===== src/include/asc_map.svh =====
// asc_map.svh: offsets, field positions, reset values and codes of the scan control block
// assumes: included by the scan control package users only
`ifndef ASC_MAP_SVH
`define ASC_MAP_SVH
`define ASC_CTRL_OFFSET 32'h0008_9000
`define ASC_DUP_LSB 0
`define ASC_DUP_MSB 4
`define ASC_GRPB_IRQ_BIT 6
`define ASC_DBL_BIT 7
`define ASC_TRG_SEL_BIT 8
`define ASC_TRG_EN_BIT 9
`define ASC_IRQ_EN_BIT 12
`define ASC_MODE_LSB 13
`define ASC_MODE_MSB 14
`define ASC_START_BIT 15
`define ASC_CTRL_RESET 16'h0000
`define ASC_MODE_SINGLE 2'h0
`define ASC_MODE_GROUP 2'h1
`define ASC_MODE_CONT 2'h2
`endif


===== src/include/asc_pkg.sv =====
// asc_pkg.sv: types of the scan control block
// assumes: nothing
package asc_pkg;
  typedef enum logic {asc_idle, asc_busy} asc_phase_t;
  typedef enum logic [1:0] {asc_grp_a, asc_grp_b, asc_grp_c} asc_group_t;

  // software visible control fields
  typedef struct packed {
    logic start;
    logic [1:0] mode;
    logic irq_en;
    logic trg_en;
    logic trg_sel;
    logic dbl_en;
    logic grpb_irq_en;
    logic [4:0] dup_ch;
  } asc_ctrl_t;

  // one finished conversion toward the data registers
  typedef struct packed {
    logic we;
    logic [2:0] channel;
    logic to_dup;
    logic is_ref;
    logic [11:0] data;
  } asc_result_t;

  // whole block state
  typedef struct packed {
    asc_ctrl_t ctrl;
    asc_phase_t phase;
    asc_group_t group;
    logic [7:0] pend;
    logic ref_conv;
    logic sw_start;
    logic dbl_second;
    logic pin_prev;
    logic armed;
    logic [2:0] req;
    logic irq;
    logic irq_b;
    logic conv_req;
    logic [2:0] conv_ch;
    asc_result_t res;
    logic [15:0] rd;
  } asc_state_t;
endpackage : asc_pkg


===== src/hw/asc_core.sv =====
// asc_core.sv: scan sequencer and control register of the 12-bit converter
// assumes: inputs synchronous to sys_clk; converter core answers each request with one done pulse
`timescale 1ns/10ps
`include "asc_map.svh"

// How it works
// duplication field picks channel 0 to 7
// first trigger normal, second duplication register
// double mode converts only duplication channel
// double behaviour applies to group A only
// double hardware start interrupts after second
// software start interrupts at scan end
// group B interrupt gated by bit 6
// bit 8 picks sync or async
// triggers accepted only with bit 9
// bit 12 gates main scan end interrupt
// mode field: single, group, continuous
// single scan converts ascending, then stops
// continuous repeats; cleared start aborts at once
// each group one ascending pass per trigger
// software keeps groups distinct
// empty selection in single converts reference
// start set by software or A trigger
// start set by B or async trigger
// priority mode sets start three ways
// async start on armed falling edge
// external pin low at least 1.5 cycles
// double mode only with group A trigger
// mode fields change only while stopped; the code takes writes to them at any time, mid-scan too
// reserved bits read zero
// start clears when scan finishes
// interrupts are one-cycle pulses
module asc_core #(
  parameter int NCH = 8
) (
  // clock and reset
  input wire logic sys_clk,
  input wire logic rstn,
  // register port
  input wire logic [31:0] reg_addr,
  input wire logic [15:0] reg_wdata,
  input wire logic reg_write,
  input wire logic reg_read,
  output logic [15:0] reg_rdata,
  // group settings held elsewhere
  input wire logic [NCH-1:0] first_group_channel_sel,
  input wire logic [NCH-1:0] second_group_channel_sel,
  input wire logic [NCH-1:0] third_group_channel_sel,
  input wire logic third_group_en,
  input wire logic group_priority_en,
  input wire logic low_priority_rescan_en,
  input wire logic single_scan_continuous_en,
  // triggers
  input wire logic first_group_trigger,
  input wire logic second_group_trigger,
  input wire logic third_group_trigger,
  input wire logic external_trigger_pin_n,
  // converter core
  output logic conv_req,
  output logic [2:0] conv_channel,
  output logic conv_ref,
  input wire logic conv_done,
  input wire logic [11:0] conv_result,
  // results and events
  output asc_pkg::asc_result_t result,
  output logic scan_end_interrupt,
  output logic second_group_end_interrupt,
  output logic conversion_start_out
);

  // ----------------------------------------
  // helpers
  // ----------------------------------------
  function automatic logic [2:0] asc_lowest(input logic [NCH-1:0] m);
    logic [2:0] idx;
    idx = 3'h0;
    for (int i = NCH - 1; i >= 0; i--) begin
      if (m[i]) begin
        idx = 3'(i);
      end
    end
    return idx;
  endfunction : asc_lowest

  function automatic logic [15:0] asc_pack(input asc_pkg::asc_ctrl_t c);
    logic [15:0] v;
    v = 16'h0000;
    v[`ASC_DUP_MSB:`ASC_DUP_LSB] = c.dup_ch;
    v[`ASC_GRPB_IRQ_BIT] = c.grpb_irq_en;
    v[`ASC_DBL_BIT] = c.dbl_en;
    v[`ASC_TRG_SEL_BIT] = c.trg_sel;
    v[`ASC_TRG_EN_BIT] = c.trg_en;
    v[`ASC_IRQ_EN_BIT] = c.irq_en;
    v[`ASC_MODE_MSB:`ASC_MODE_LSB] = c.mode;
    v[`ASC_START_BIT] = c.start;
    return v;
  endfunction : asc_pack

  // ----------------------------------------
  // state
  // ----------------------------------------
  localparam logic [15:0] CTRL_RESET = `ASC_CTRL_RESET;
  localparam asc_pkg::asc_state_t ST_RESET = '{
    ctrl: '{
      start: CTRL_RESET[`ASC_START_BIT],
      mode: CTRL_RESET[`ASC_MODE_MSB:`ASC_MODE_LSB],
      irq_en: CTRL_RESET[`ASC_IRQ_EN_BIT],
      trg_en: CTRL_RESET[`ASC_TRG_EN_BIT],
      trg_sel: CTRL_RESET[`ASC_TRG_SEL_BIT],
      dbl_en: CTRL_RESET[`ASC_DBL_BIT],
      grpb_irq_en: CTRL_RESET[`ASC_GRPB_IRQ_BIT],
      dup_ch: CTRL_RESET[`ASC_DUP_MSB:`ASC_DUP_LSB]
    },
    phase: asc_pkg::asc_idle,
    group: asc_pkg::asc_grp_a,
    pin_prev: 1'b1,
    default: '0
  };

  asc_pkg::asc_state_t st_reg;
  asc_pkg::asc_state_t st_next;
  logic [NCH-1:0] dup_onehot;
  logic [NCH-1:0] mask_a;
  logic [NCH-1:0] mask_b;
  logic [NCH-1:0] mask_c;
  logic is_group;
  logic prio;

  // duplication channel as a one-hot selection
  genvar g;
  generate
    for (g = 0; g < NCH; g++) begin : gen_dup
      assign dup_onehot[g] = (st_reg.ctrl.dup_ch == 5'(g));
    end
  endgenerate

  assign is_group = (st_reg.ctrl.mode == `ASC_MODE_GROUP);
  assign prio = is_group & group_priority_en;
  assign mask_a = st_reg.ctrl.dbl_en ? dup_onehot : first_group_channel_sel;
  assign mask_b = second_group_channel_sel;
  assign mask_c = third_group_channel_sel;

  always_comb begin
    logic wr_hit;
    logic trig_a;
    logic ext_edge;
    logic trig_b;
    logic trig_c;
    logic [2:0] new_req;
    logic start_any;
    asc_pkg::asc_group_t sg;
    logic [NCH-1:0] sm;
    logic s_sw;
    logic [NCH-1:0] left;
    logic dbl_hw;
    wr_hit = 1'b0;
    trig_a = 1'b0;
    ext_edge = 1'b0;
    trig_b = 1'b0;
    trig_c = 1'b0;
    new_req = 3'h0;
    start_any = 1'b0;
    sg = asc_pkg::asc_grp_a;
    sm = '0;
    s_sw = 1'b0;
    left = '0;
    dbl_hw = 1'b0;
    st_next = st_reg;
    st_next.irq = 1'b0;
    st_next.irq_b = 1'b0;
    st_next.conv_req = 1'b0;
    st_next.res.we = 1'b0;
    st_next.pin_prev = external_trigger_pin_n;

    // ----------------------------------------
    // register port
    // ----------------------------------------
    wr_hit = reg_write && (reg_addr == `ASC_CTRL_OFFSET);
    st_next.rd = (reg_read && (reg_addr == `ASC_CTRL_OFFSET)) ? asc_pack(st_reg.ctrl) : 16'h0000;
    if (wr_hit) begin
      st_next.ctrl.dup_ch = reg_wdata[`ASC_DUP_MSB:`ASC_DUP_LSB];
      st_next.ctrl.grpb_irq_en = reg_wdata[`ASC_GRPB_IRQ_BIT];
      st_next.ctrl.dbl_en = reg_wdata[`ASC_DBL_BIT];
      st_next.ctrl.trg_sel = reg_wdata[`ASC_TRG_SEL_BIT];
      st_next.ctrl.trg_en = reg_wdata[`ASC_TRG_EN_BIT];
      st_next.ctrl.irq_en = reg_wdata[`ASC_IRQ_EN_BIT];
      st_next.ctrl.mode = reg_wdata[`ASC_MODE_MSB:`ASC_MODE_LSB];
      if (!reg_wdata[`ASC_START_BIT]) begin
        // clearing start stops everything at once, even mid-scan
        st_next.ctrl.start = 1'b0;
        st_next.phase = asc_pkg::asc_idle;
        st_next.pend = '0;
        st_next.req = 3'h0;
      end else if (st_reg.phase == asc_pkg::asc_idle) begin
        start_any = 1'b1;
        s_sw = 1'b1;
        sg = asc_pkg::asc_grp_a;
      end
    end

    // ----------------------------------------
    // triggers
    // ----------------------------------------
    // the pin arms only while high with async start selected
    if (!(st_reg.ctrl.trg_en && st_reg.ctrl.trg_sel)) begin
      st_next.armed = 1'b0;
    end else if (external_trigger_pin_n) begin
      st_next.armed = 1'b1;
    end
    ext_edge = st_reg.armed & st_reg.pin_prev & ~external_trigger_pin_n;
    trig_a = st_reg.ctrl.trg_en & (st_reg.ctrl.trg_sel ? ext_edge : first_group_trigger);
    trig_b = st_reg.ctrl.trg_en & is_group & second_group_trigger;
    trig_c = st_reg.ctrl.trg_en & is_group & third_group_en & third_group_trigger;
    new_req = {trig_c, trig_b, trig_a};

    if (!start_any && (new_req != 3'h0)) begin
      if (st_reg.phase == asc_pkg::asc_idle && st_next.phase == asc_pkg::asc_idle && !wr_hit) begin
        start_any = 1'b1;
        sg = trig_a ? asc_pkg::asc_grp_a : (trig_b ? asc_pkg::asc_grp_b : asc_pkg::asc_grp_c);
        st_next.req = st_reg.req | (new_req & ~{trig_c & (trig_a | trig_b), trig_b & trig_a, trig_a});
        st_next.req = prio ? st_next.req : 3'h0;
      end else if (prio && st_next.phase == asc_pkg::asc_busy) begin
        st_next.req = st_next.req | new_req;
      end
    end

    // ----------------------------------------
    // conversion done
    // ----------------------------------------
    if (st_reg.phase == asc_pkg::asc_busy && st_next.phase == asc_pkg::asc_busy && conv_done) begin
      dbl_hw = (st_reg.group == asc_pkg::asc_grp_a) && st_reg.ctrl.dbl_en && !st_reg.sw_start;
      st_next.res.we = 1'b1;
      st_next.res.channel = st_reg.conv_ch;
      st_next.res.is_ref = st_reg.ref_conv;
      st_next.res.to_dup = dbl_hw && st_reg.dbl_second;
      st_next.res.data = conv_result;
      left = st_reg.ref_conv ? '0 : (st_reg.pend & ~(NCH'(1) << st_reg.conv_ch));
      st_next.pend = left;
      if (prio && st_reg.req[0] && st_reg.group != asc_pkg::asc_grp_a) begin
        // group A preempts a lower group between conversions
        st_next.phase = asc_pkg::asc_idle;
        if (low_priority_rescan_en) begin
          st_next.req[st_reg.group] = 1'b1;
        end
      end else if (left != '0) begin
        st_next.conv_req = 1'b1;
        st_next.conv_ch = asc_lowest(left);
      end else begin
        // end of one pass
        if (st_reg.group != asc_pkg::asc_grp_a && is_group) begin
          st_next.irq_b = st_reg.ctrl.grpb_irq_en;
        end else if (dbl_hw) begin
          st_next.irq = st_reg.ctrl.irq_en & st_reg.dbl_second;
          st_next.dbl_second = ~st_reg.dbl_second;
        end else begin
          st_next.irq = st_reg.ctrl.irq_en;
        end
        if (st_reg.ctrl.mode == `ASC_MODE_CONT) begin
          st_next.pend = mask_a;
          st_next.conv_req = 1'b1;
          st_next.conv_ch = asc_lowest(mask_a);
        end else begin
          st_next.phase = asc_pkg::asc_idle;
          st_next.ctrl.start = 1'b0;
        end
      end
      // a pending or lowest-priority restart follows the finished scan
      if (prio && st_next.phase == asc_pkg::asc_idle) begin
        if (st_next.req == 3'h0 && single_scan_continuous_en) begin
          st_next.req[third_group_en ? 2 : 1] = 1'b1;
        end
      end
    end

    // ----------------------------------------
    // serve queued group requests, highest priority first
    // ----------------------------------------
    if (!start_any && prio && st_next.phase == asc_pkg::asc_idle && st_next.req != 3'h0 && !wr_hit) begin
      start_any = 1'b1;
      sg = st_next.req[0] ? asc_pkg::asc_grp_a : (st_next.req[1] ? asc_pkg::asc_grp_b : asc_pkg::asc_grp_c);
      st_next.req[sg] = 1'b0;
    end

    // ----------------------------------------
    // scan start
    // ----------------------------------------
    if (start_any) begin
      unique case (sg)
        asc_pkg::asc_grp_a: sm = mask_a;
        asc_pkg::asc_grp_b: sm = mask_b;
        asc_pkg::asc_grp_c: sm = mask_c;
        default: sm = '0;
      endcase
      st_next.ctrl.start = 1'b1;
      st_next.phase = asc_pkg::asc_busy;
      st_next.group = sg;
      st_next.sw_start = s_sw;
      st_next.pend = sm;
      st_next.ref_conv = (sg == asc_pkg::asc_grp_a) && (sm == '0)
        && (st_reg.ctrl.mode == `ASC_MODE_SINGLE);
      st_next.conv_req = 1'b1;
      st_next.conv_ch = asc_lowest(sm);
      if (sm == '0 && !st_next.ref_conv) begin
        // nothing to convert: the pass is over at once
        st_next.phase = asc_pkg::asc_idle;
        st_next.conv_req = 1'b0;
        st_next.ctrl.start = 1'b0;
      end
    end
  end

  always_ff @(posedge sys_clk or negedge rstn) begin
    if (!rstn) begin
      st_reg <= ST_RESET;
    end else begin
      st_reg <= st_next;
    end
  end

  // ----------------------------------------
  // outputs
  // ----------------------------------------
  assign reg_rdata = st_reg.rd;
  assign conv_req = st_reg.conv_req;
  assign conv_channel = st_reg.conv_ch;
  assign conv_ref = st_reg.ref_conv;
  assign result = st_reg.res;
  assign scan_end_interrupt = st_reg.irq;
  assign second_group_end_interrupt = st_reg.irq_b;
  assign conversion_start_out = st_reg.ctrl.start;

endmodule : asc_core


===== config.mk =====
export PLATFORM = sky130hd
export DESIGN_NAME = asc_core
export DESIGN_NICKNAME = d
export VERILOG_FILES = /design/src/include/asc_pkg.sv /design/src/hw/asc_core.sv
export VERILOG_INCLUDE_DIRS = /design/src /design/src/include
export SDC_FILE = /design/constraint.sdc
export NUM_CORES = 1
export LEC_CHECK = 0
export BUFFER_PORTS_ARGS = -buffer_cell sky130_fd_sc_hd__buf_2
export CAP_MARGIN = 5
export CORE_MARGIN = 5
export CORE_UTILIZATION = 45
export DETAILED_ROUTE_END_ITERATION = 12
export PLACE_DENSITY_LB_ADDON = 0.1
export SLEW_MARGIN = 20
export SYNTH_ARGS = -nofsm -noshare
export SYNTH_HDL_FRONTEND = slang
export SYNTH_SLANG_ARGS = --single-unit

===== constraint.sdc =====
create_clock -name sys_clk -period 5.95 [get_ports sys_clk]
set_input_delay 0.8925 -clock sys_clk [delete_from_list [all_inputs] [get_ports sys_clk]]
set_output_delay 0.8925 -clock sys_clk [all_outputs]
set_load 0.02 [all_outputs]

==> flow_metrics.py, run 1 <==
metrics = {
    "cells_and_area": {
        "drive_above_1_share_pct": 30.33,
        "insertedDiodeCount": 0,
        "fin_cells": 733,
        "post-route-cell-area_um2": 5071,
        "largest_reg_flops": 30,
        "finish.utilization_pct": 52.61,
        "nets": 692,
        "area_growth_pct": 15.73,
        "n_fill_cell": 970,
    },
    "synth": {
        "yosys_warnings": 0,
        "ys_top_cells_by_area": "dfrtp_1 39%, nand2_1 6.8%, buf_4 6.3%",
        "syn-cell-area_um2": 4382,
        "synth-edff-count": 0,
        "synth_commonest_cells": "79 x nand2_1, 68 x dfrtp_1, 37 x buf_4",
        "yosys.area.top_type": "dfrtp_1",
        "syn-instance-count": 504,
        "synthArstFlopShare_pct": 100.0,
        "synth_cell_types": 71,
        "ys_seq_area_share_pct": 39.43,
        "synth_most_common_cell": "nand2_1",
        "ys_seq_elements": 69,
        "syn_avg_cell_area_um2": 8.694,
        "synth_flop_cell": "dfrtp_1",
        "synth_top_area_share_pct": 38.83,
    },
    "clocking": {
        "htreeDepth": 3,
        "path_clk_slew_ns": 0.08,
        "hold_buffers": 0,
        "cts_tree": "yes",
        "clkLatencyLatePin_ns": 0.36,
        "clk_path_buf_depth": 2,
        "cts-root-buf": "clkbuf_8",
        "cts.repair.resized": 0,
        "cts_buffers": 9,
        "clock_sink_count": 69,
        "cts_setup_buffers": 0,
    },
    "power_and_ir_drop": {
        "peakVddDrop_v": 0.0001278,
        "total_power_mw": 0.9295,
        "power.density_nw_per_um2": 183.3,
        "p_leak_nw": 2.581,
    },
    "critical_path": {
        "r2r_cells": 11,
        "required_ns": 6.15,
        "worst_setup_path_start_kind": "input pin",
        "cp_max_fo": 27,
        "path_class": "input pin to flop",
        "cp-end-kind": "flop",
        "crit_arrival_ns": 4.87,
    },
    "placement": {
        "io_buffers": 132,
        "gp_congestion": 0.9126,
        "dpl_cell_area_um2": 4862,
        "dp.cells": 717,
        "dpl.hpwl_mm": 9.303,
        "place_ws_ns": 0.9287,
    },
    "route": {
        "routed_wl_mm": 12.26,
        "drt_first_pass_iters": 5,
        "vias_per_cell": 5.577,
        "drc": 0,
        "wl_per_cell_um": 16.72,
        "ant_nets": 0,
        "drt_iter0_drc": 449,
        "dr_total_vias": 4088,
    },
    "timing": {
        "fin_ws_ns": 1.277,
        "fin_crit_sh_pct": 78.54,
        "setup_viol": 0,
        "rsz0062_at_grt": "false",
        "slew_viol_final": 0,
        "clock_skew_ns": 0.01152,
        "max_freq_ghz": 0.2140,
        "slew_headroom_pct": 37.41,
        "finalCriticalPeriod_ns": 4.673,
        "fin_setup_tns_ns": 0,
        "hold_viol": 0,
        "hold_ws_ns": 0.4740,
        "tightest_slew_ns": 0.9302,
    },
    "floorplanning": {
        "core_um2": 9639,
        "start_util_pct": 45.46,
        "die_y_um": 108.7,
        "rows": 36,
        "io_pins": 139,
        "die_w_um": 108.7,
        "fp.dieArea_um2": 11810,
    },
    "global_route": {
        "grt-ovfl-total": 0,
        "track_usage_pct": 21.22,
        "antenna_found_initial": 0,
        "grt_max_degree": 70,
        "grt_pass1_vias": 3953,
        "grt_pass1_wl_mm": 19.71,
    },
    "hold_path": {
        "hold_depth": 2,
        "hp-class": "flop to flop",
    },
    "outcome": {
        "status": "finished clean",
    },
    "run": {
        "max_cap_viol_count": 0,
    },
}
## area by class of cell
cell class / count / area (um^2) / share of cell area [%]
Tap cell: 133 / 166.4 / 3.282
Timing Repair Buffer: 136 / 690.7 / 13.62
Clock buffer: 9 / 123.9 / 2.443
Multi-Input combinational cell: 362 / 2218 / 43.75
Inverter: 17 / 63.81 / 1.258
Sequential cell: 69 / 1728 / 34.07
Clock inverter: 7 / 80.08 / 1.579
## kinds of logic (layout without fill, tap and decap cells)
group	count (synthesis)	count (layout)	synth area share [%]
muxes	12	12	3.055
DFF	69	69	39.43
xor gates and xnor gates	1	1	0.1999
and+or+nand+nor	222	222	27.27
AOI/OAI and AO/OA	124	124	19.73
other	1	3	0.08558
buffers and inverters	75	169	10.22
## worst max-delay path, stage by stage
cell and delay [ns]:
buf_2 0.10, nor4b_2 0.30, nand4_1 0.33, or4_1 0.78, nand2_2 0.15, inv_2 0.21, a221oi_1 0.36, o31a_1 0.23
o21ai_2 0.15, a221oi_1 0.57, nand4_2 0.22, nor4_4 0.45, a22oi_1 0.13
## power by group
group | leakage (nW) | switching, mW | internal, mW
Clock | 0.103 | 0.210 | 0.200
Combinational | 1.53 | 0.0253 | 0.0247
Sequential | 0.945 | 0.000101 | 0.469
Total | 2.58 | 0.235 | 0.694
## worst paths after layout
check	end	startpoint	slack (ns)
worst max-delay path	conv_req$_DFF_PN0_	reg_addr[11]	1.28
worst min-delay path	result[4]$_DFFE_PN0P_	result[4]$_DFFE_PN0P_	0.47
worst max register to register	conv_req$_DFF_PN0_	conv_channel[1]$_DFFE_PN0P_	1.38
worst min register to register	result[4]$_DFFE_PN0P_	result[4]$_DFFE_PN0P_	0.47
max in group asynchronous	result[11]$_DFFE_PN0P_	rstn	4.64
min in group asynchronous	reg_rdata[7]$_DFF_PN0_	rstn	0.71
## layer usage
metal / part of all wire [%] / GRT usage, % / vias up
met5: 0 / 0 / -
met4: 0.91 / 3.697 / 0
met3: 7.7 / 4.914 / 13
met2: 45 / 33.10 / 160
met1: 46 / 30.56 / 1955
li1: - / - / 1960
## cell usage in the layout, fill, tap and decap left out, types with 4 or more instances in the layout
master	Yosys	routed
nor2b_1	8	8
clkbuf_8	0	9
a21o_1	10	10
or3_1	4	4
o2bb2ai_1	4	4
and2_1	13	13
o22ai_1	4	4
buf_2	4	132
dfrtp_1	68	68
nand4_1	4	4
nand2b_1	7	7
buf_4	37	4
a221oi_1	6	6
and3_1	9	9
nand3b_1	9	9
a21oi_1	23	23
nand3_1	17	17
o21ai_0	21	21
nand2_1	79	79
nor4_1	5	5
inv_1	16	16
mux2_2	11	11
nor3_1	13	12
a31oi_1	15	15
nor2_1	31	31
(Power assumes the default switching activity.)
==> run 2, diff against run 1 <==
Clock period 5.95 ns to 4.8 ns, I/O delays scaled along.
==> run 2 against run 1 <==
Compared with the run above:
- combinational power up 24%
- die area unchanged
- sequential share of layout area down 0.68 points
- sequential power up 24%
- clock skew up 0.0082 ns
- sequential cell count unchanged
- utilization up 1.1 points
- count of clock-buffer cells in the layout up 2
- global-route usage up 0.25 points
- first-iteration DRC count down 15%
- clock power up 26%
- largest power group unchanged
==> flow_metrics.py, run 2 (synthesis gave the netlist of run 1 again) <==
metrics = {
    "power_and_ir_drop": {
        "peakVddDrop_v": 0.0001515,
        "seq_power_share_pct": 50.2,
        "p_leak_nw": 2.647,
        "power.share.combinational_pct": 5.3,
        "p_sw_mw": 0.2727,
        "p_clk_share_pct": 44.5,
        "internal_power_mw": 0.8861,
        "switching_share_pct": 23.53,
        "power.density_nw_per_um2": 224.0,
    },
    "floorplanning": {
        "core_um2": 9639,
        "die_w_um": 108.7,
        "die_y_um": 108.7,
        "start_util_pct": 45.46,
        "fp.dieArea_um2": 11810,
        "io_pins": 139,
        "rows": 36,
    },
    "placement": {
        "dpl_cell_area_um2": 4952,
        "dpl.hpwl_mm": 9.537,
        "io_buffers": 132,
        "gp_congestion": 0.9302,
    },
    "global_route": {
        "antenna_found_initial": 0,
        "grt_max_degree": 37,
        "track_usage_pct": 21.47,
        "grt-ovfl-total": 0,
        "grt_pass1_wl_mm": 19.89,
        "grt_pass1_vias": 3999,
    },
    "route": {
        "routed_wl_mm": 12.27,
        "dr_total_vias": 4114,
        "ant_nets": 0,
        "wl_per_cell_um": 16.46,
        "vias_per_cell": 5.522,
        "drt_iter0_drc": 381,
        "drc": 0,
        "drt_first_pass_iters": 5,
    },
    "critical_path": {
        "cp-end-kind": "flop",
        "worstReg2RegEnd": "conv_req$_DFF_PN0_",
        "worst_setup_path_start_kind": "flop",
        "cp_max_fo": 11,
        "reg2reg_from": "conv_channel[1]$_DFFE_PN0P_",
        "path_cells": "nor4bb_1 > or4_1 > o311ai_1 > o31a_1 > nor4_1 > nand2_1 > o221a_1 > a221oi_1 > nand4_2 > nor4_4 > a22oi_1",
        "r2r_slack_ns": 0.47,
        "crit_arrival_ns": 4.53,
        "required_ns": 5.00,
        "slowest_stage": "nor4_1",
        "slowest_delay_ns": 0.77,
        "r2r_cells": 11,
        "startpoint": "conv_channel[1]$_DFFE_PN0P_",
        "cp-endpoint": "conv_req$_DFF_PN0_",
        "path_class": "flop to flop",
    },
    "clocking": {
        "htreeDepth": 3,
        "clock_sink_count": 69,
        "clk_path_buf_depth": 2,
        "cts.repair.resized": 0,
        "clkLatencyLatePin_ns": 0.36,
        "cts_tree": "yes",
        "cts-root-buf": "clkbuf_8",
        "path_clk_slew_ns": 0.09,
        "cts_setup_buffers": 0,
        "cts_buffers": 9,
        "hold_buffers": 0,
    },
    "cells_and_area": {
        "nets": 704,
        "largest_reg_flops": 30,
        "post-route-cell-area_um2": 5174,
        "area_growth_pct": 18.08,
        "layout_commonest_cell": "buf_2",
        "drive_above_1_share_pct": 31.70,
        "insertedDiodeCount": 0,
        "most-common-layout-cells": "132 x buf_2, 79 x nand2_1, 68 x dfrtp_1, 31 x nor2_1, 23 x a21oi_1",
    },
    "hold_path": {
        "hp-class": "input pin to asynchronous set/reset pin",
    },
    "timing": {
        "fin_setup_tns_ns": 0,
        "hold_viol": 0,
        "fin_crit_sh_pct": 90.31,
        "tightest_slew_ns": 0.8878,
        "clock_skew_ns": 0.01973,
        "slew_viol_final": 0,
        "finalCriticalPeriod_ns": 4.335,
        "setup_viol": 0,
        "max_freq_ghz": 0.2307,
        "rsz0062_at_grt": "false",
        "slew_headroom_pct": 40.27,
    },
    "run": {
        "max_cap_viol_count": 0,
    },
    "outcome": {
        "status": "finished clean",
    },
}
run 2: area by class of cell:
cell class	instances	area, um^2
fill	968	4466
sequential	69	1728
inverter	17	63.81
clock inverter	5	65.06
clock buffer	11	151.4
multi-input combinational	362	2218
timing repair buffer	148	780.7
tap	133	166.4
run 2: worst max-delay path, delay by kind of cell, from the launching register on:
kind             cells  cell delay [ns]
AO/OA/AOI/OAI        5             1.50
AND/OR/NAND/NOR      6             2.10
flip-flops           1             0.59
run 2: worst min path at each step:
stage                             endpoint  slack (ns)  cells past startpoint
2_1_floorplan  conv_channel[0]$_DFFE_PN0P_        0.42                      0
3_3_place_gp         result[1]$_DFFE_PN0P_        0.45                      2
3_5_place_dp        result[12]$_DFFE_PN0P_        0.46                      2
4_1_cts               st_reg[44]$_DFF_PN1_        0.46                      1
5_1_grt               st_reg[44]$_DFF_PN1_        0.46                      1
6_report            st_reg[57]$_DFFE_PN0N_        0.47                      1
run 2: metrics by stage:
stage          hold slack (ns)  setup slack [ns]  std cells  power, mW  util [%]
6_report                0.4685            0.4652        745      1.159     53.67
5_1_grt                 0.4626            0.1063        745      1.205     53.67
4_1_cts                 0.4604            0.4909        745      1.171     53.62
3_5_place_dp            0.4576            0.3462        729     0.6562     51.38
3_3_place_gp            0.4523            0.3620        729     0.6544     51.38
2_1_floorplan           0.4244            0.7458        506     0.6038         -
run 2: routing by layer:
layer  global-route usage, %  vias up  part of all wire, %  wire [um]
li1                        -     1981                    -          -
met1                   30.44     1931                   46       5686
met2                   33.19      181                   45       5482
met3                   3.789       21                  7.1        873
met4                   7.394        0                  1.8        222
met5                       0        -                    0          0
run 2: power by group through the flow:
| stage | Sequential (mW) | Clock [mW] | Combinational, mW |
|---|---|---|---|
| 4_1_cts | 0.582 | 0.526 | 0.0633 |
| 5_1_grt | 0.582 | 0.554 | 0.0698 |
| 6_report | 0.582 | 0.515 | 0.0618 |
| 3_5_place_dp | 0.593 | 0 | 0.0630 |
| 2_1_floorplan | 0.593 | 0 | 0.0106 |
| 3_3_place_gp | 0.593 | 0 | 0.0613 |
==> run 3, diff against run 2 <==
Settings changed: CORE_ASPECT_RATIO set to 1.75.
==> run 3 against run 2 <==
Compared with the run above:
- die area up 0.66%
- cell count decreased by 0.94%
- final area increased by 2.4%
- via count grew 3.1%
- maximum frequency down 2.9%
- clock power grew 45%
- count of clock-buffer cells in the layout fell by 2
- critical path depth did not move
- sequential power barely moved
- clock skew decreased by 0.012 ns
- combinational power up 2%
- total power increased by 20%
- critical endpoint unchanged
- largest cell class unchanged
==> flow_metrics.py, run 3 (synthesis gave the netlist of run 1 again) <==
metrics = {
    "placement": {
        "dpl.hpwl_mm": 10.93,
        "gp_congestion": 0.9447,
        "io_buffers": 132,
        "place_ws_ns": 0.3024,
    },
    "cells_and_area": {
        "largest_reg_flops": 30,
        "nets": 708,
        "most-common-layout-cells": "132 x buf_2, 79 x nand2_1, 68 x dfrtp_1, 31 x nor2_1, 23 x a21oi_1",
        "regArea_um2": 1728,
        "drive_above_1_share_pct": 31.98,
        "insertedDiodeCount": 0,
        "area_growth_pct": 20.96,
        "multiInputGateArea_um2": 2213,
        "layout_commonest_cell": "buf_2",
        "n_fill_cell": 943,
    },
    "critical_path": {
        "startpoint": "conv_channel[0]$_DFFE_PN0P_",
        "path_class": "flop to flop",
        "cp_max_fo": 12,
        "crit_arrival_ns": 4.66,
        "reg2reg_from": "conv_channel[0]$_DFFE_PN0P_",
        "required_ns": 4.99,
        "worst_setup_path_start_kind": "flop",
        "r2r_cells": 11,
        "cp-end-kind": "flop",
    },
    "floorplanning": {
        "die_w_um": 84.59,
        "io_pins": 139,
        "core_um2": 9527,
        "fp.dieArea_um2": 11890,
        "die_y_um": 140.5,
        "rows": 47,
        "start_util_pct": 45.99,
    },
    "hold_path": {
        "hp-class": "input pin to asynchronous set/reset pin",
    },
    "global_route": {
        "grt_pass1_vias": 4413,
        "grt_pass1_wl_mm": 22.26,
        "grt-ovfl-total": 0,
        "antenna_found_initial": 0,
        "track_usage_pct": 23.82,
        "grt_max_degree": 39,
    },
    "timing": {
        "slew_headroom_pct": 48.19,
        "finalCriticalPeriod_ns": 4.463,
        "slew_viol_final": 0,
        "fin_setup_tns_ns": 0,
        "clock_skew_ns": 0.007494,
        "rsz0062_at_grt": "false",
        "tightest_slew_ns": 0.7772,
        "setup_viol": 0,
        "fin_ws_ns": 0.3372,
        "fin_crit_sh_pct": 92.98,
        "max_freq_ghz": 0.2241,
        "hold_viol": 0,
    },
    "outcome": {
        "status": "finished clean",
    },
    "clocking": {
        "cts.repair.resized": 0,
        "cts-root-buf": "clkbuf_16",
        "cts_buffers": 9,
        "cts_setup_buffers": 0,
        "htreeDepth": 3,
        "cts_tree": "yes",
        "clock_sink_count": 69,
        "clk_path_buf_depth": 2,
        "clkLatencyLatePin_ns": 0.34,
        "hold_buffers": 0,
        "path_clk_slew_ns": 0.06,
    },
    "route": {
        "routed_wl_mm": 13.87,
        "drt_iter0_drc": 259,
        "vias_per_cell": 5.748,
        "dr_total_vias": 4242,
        "ant_nets": 0,
        "wl_per_cell_um": 18.80,
        "drc": 0,
        "drt_first_pass_iters": 7,
    },
    "power_and_ir_drop": {
        "peakVddDrop_v": 0.0001798,
        "power.density_nw_per_um2": 262.3,
        "p_leak_nw": 2.716,
    },
    "run": {
        "max_cap_viol_count": 0,
    },
}
run 3: metal layers:
layer	global-route usage (%)	up-vias	wire length [um]
li1	-	2001	-
met1	24.81	1998	4894
met2	44.20	200	7542
met3	3.995	43	750
met4	13.18	0	685
met5	0	-	0
run 3: area by class of cell:
| type | instances | area share (%) |
|---|---|---|
| clock buffers | 9 | 4.249 |
| clock inverters | 7 | 2.007 |
| inverters | 17 | 1.204 |
| multi-input cells | 362 | 41.76 |
| flip-flops and latches | 69 | 32.60 |
| well taps | 122 | 2.880 |
| repair buffers | 152 | 15.30 |
run 3: final timing paths:
kind / end / slack (ns)
worst min register to register: result[5]$_DFFE_PN0P_ / 0.47
worst max-delay path: conv_req$_DFF_PN0_ / 0.34
max in group asynchronous: st_reg[44]$_DFF_PN1_ / 3.35
min in group sys_clk: result[5]$_DFFE_PN0P_ / 0.47
worst max register to register: conv_req$_DFF_PN0_ / 0.34
worst min-delay path: result[6]$_DFFE_PN0P_ / 0.45
run 3: stage by stage:
stage | cells | hold WS (ns) | utilization, % | area [um^2] | power, mW
after global routing | 738 | 0.4900 | 55.63 | 5300 | 1.438
final | 738 | 0.4548 | 55.63 | 5300 | 1.390
after global placement | 722 | 0.4533 | 52.15 | 4969 | 0.6556
after detailed placement | 722 | 0.4567 | 52.15 | 4969 | 0.6566
after floorplan | 506 | 0.4244 | - | 4389 | 0.6038
after CTS | 738 | 0.4713 | 55.63 | 5300 | 1.403
run 3: report_power, final:
part | total [mW] | switching, mW | internal, mW | leakage, nW
clock network | 0.745 | 0.282 | 0.463 | 0.162
registers | 0.582 | 0.000107 | 0.582 | 0.945
logic | 0.0629 | 0.0322 | 0.0306 | 1.61
run 3: critical path, cell delays in order, from the launching register on:
cell	delay (ns)
dfrtp_1	0.53
nor4b_1	0.38
or4_1	0.24
o311ai_1	0.20
o31a_1	0.37
a2111oi_0	0.69
a21oi_1	0.19
o221a_1	0.39
a221oi_1	0.49
nand4_2	0.20
nor4_4	0.52
a22oi_1	0.12
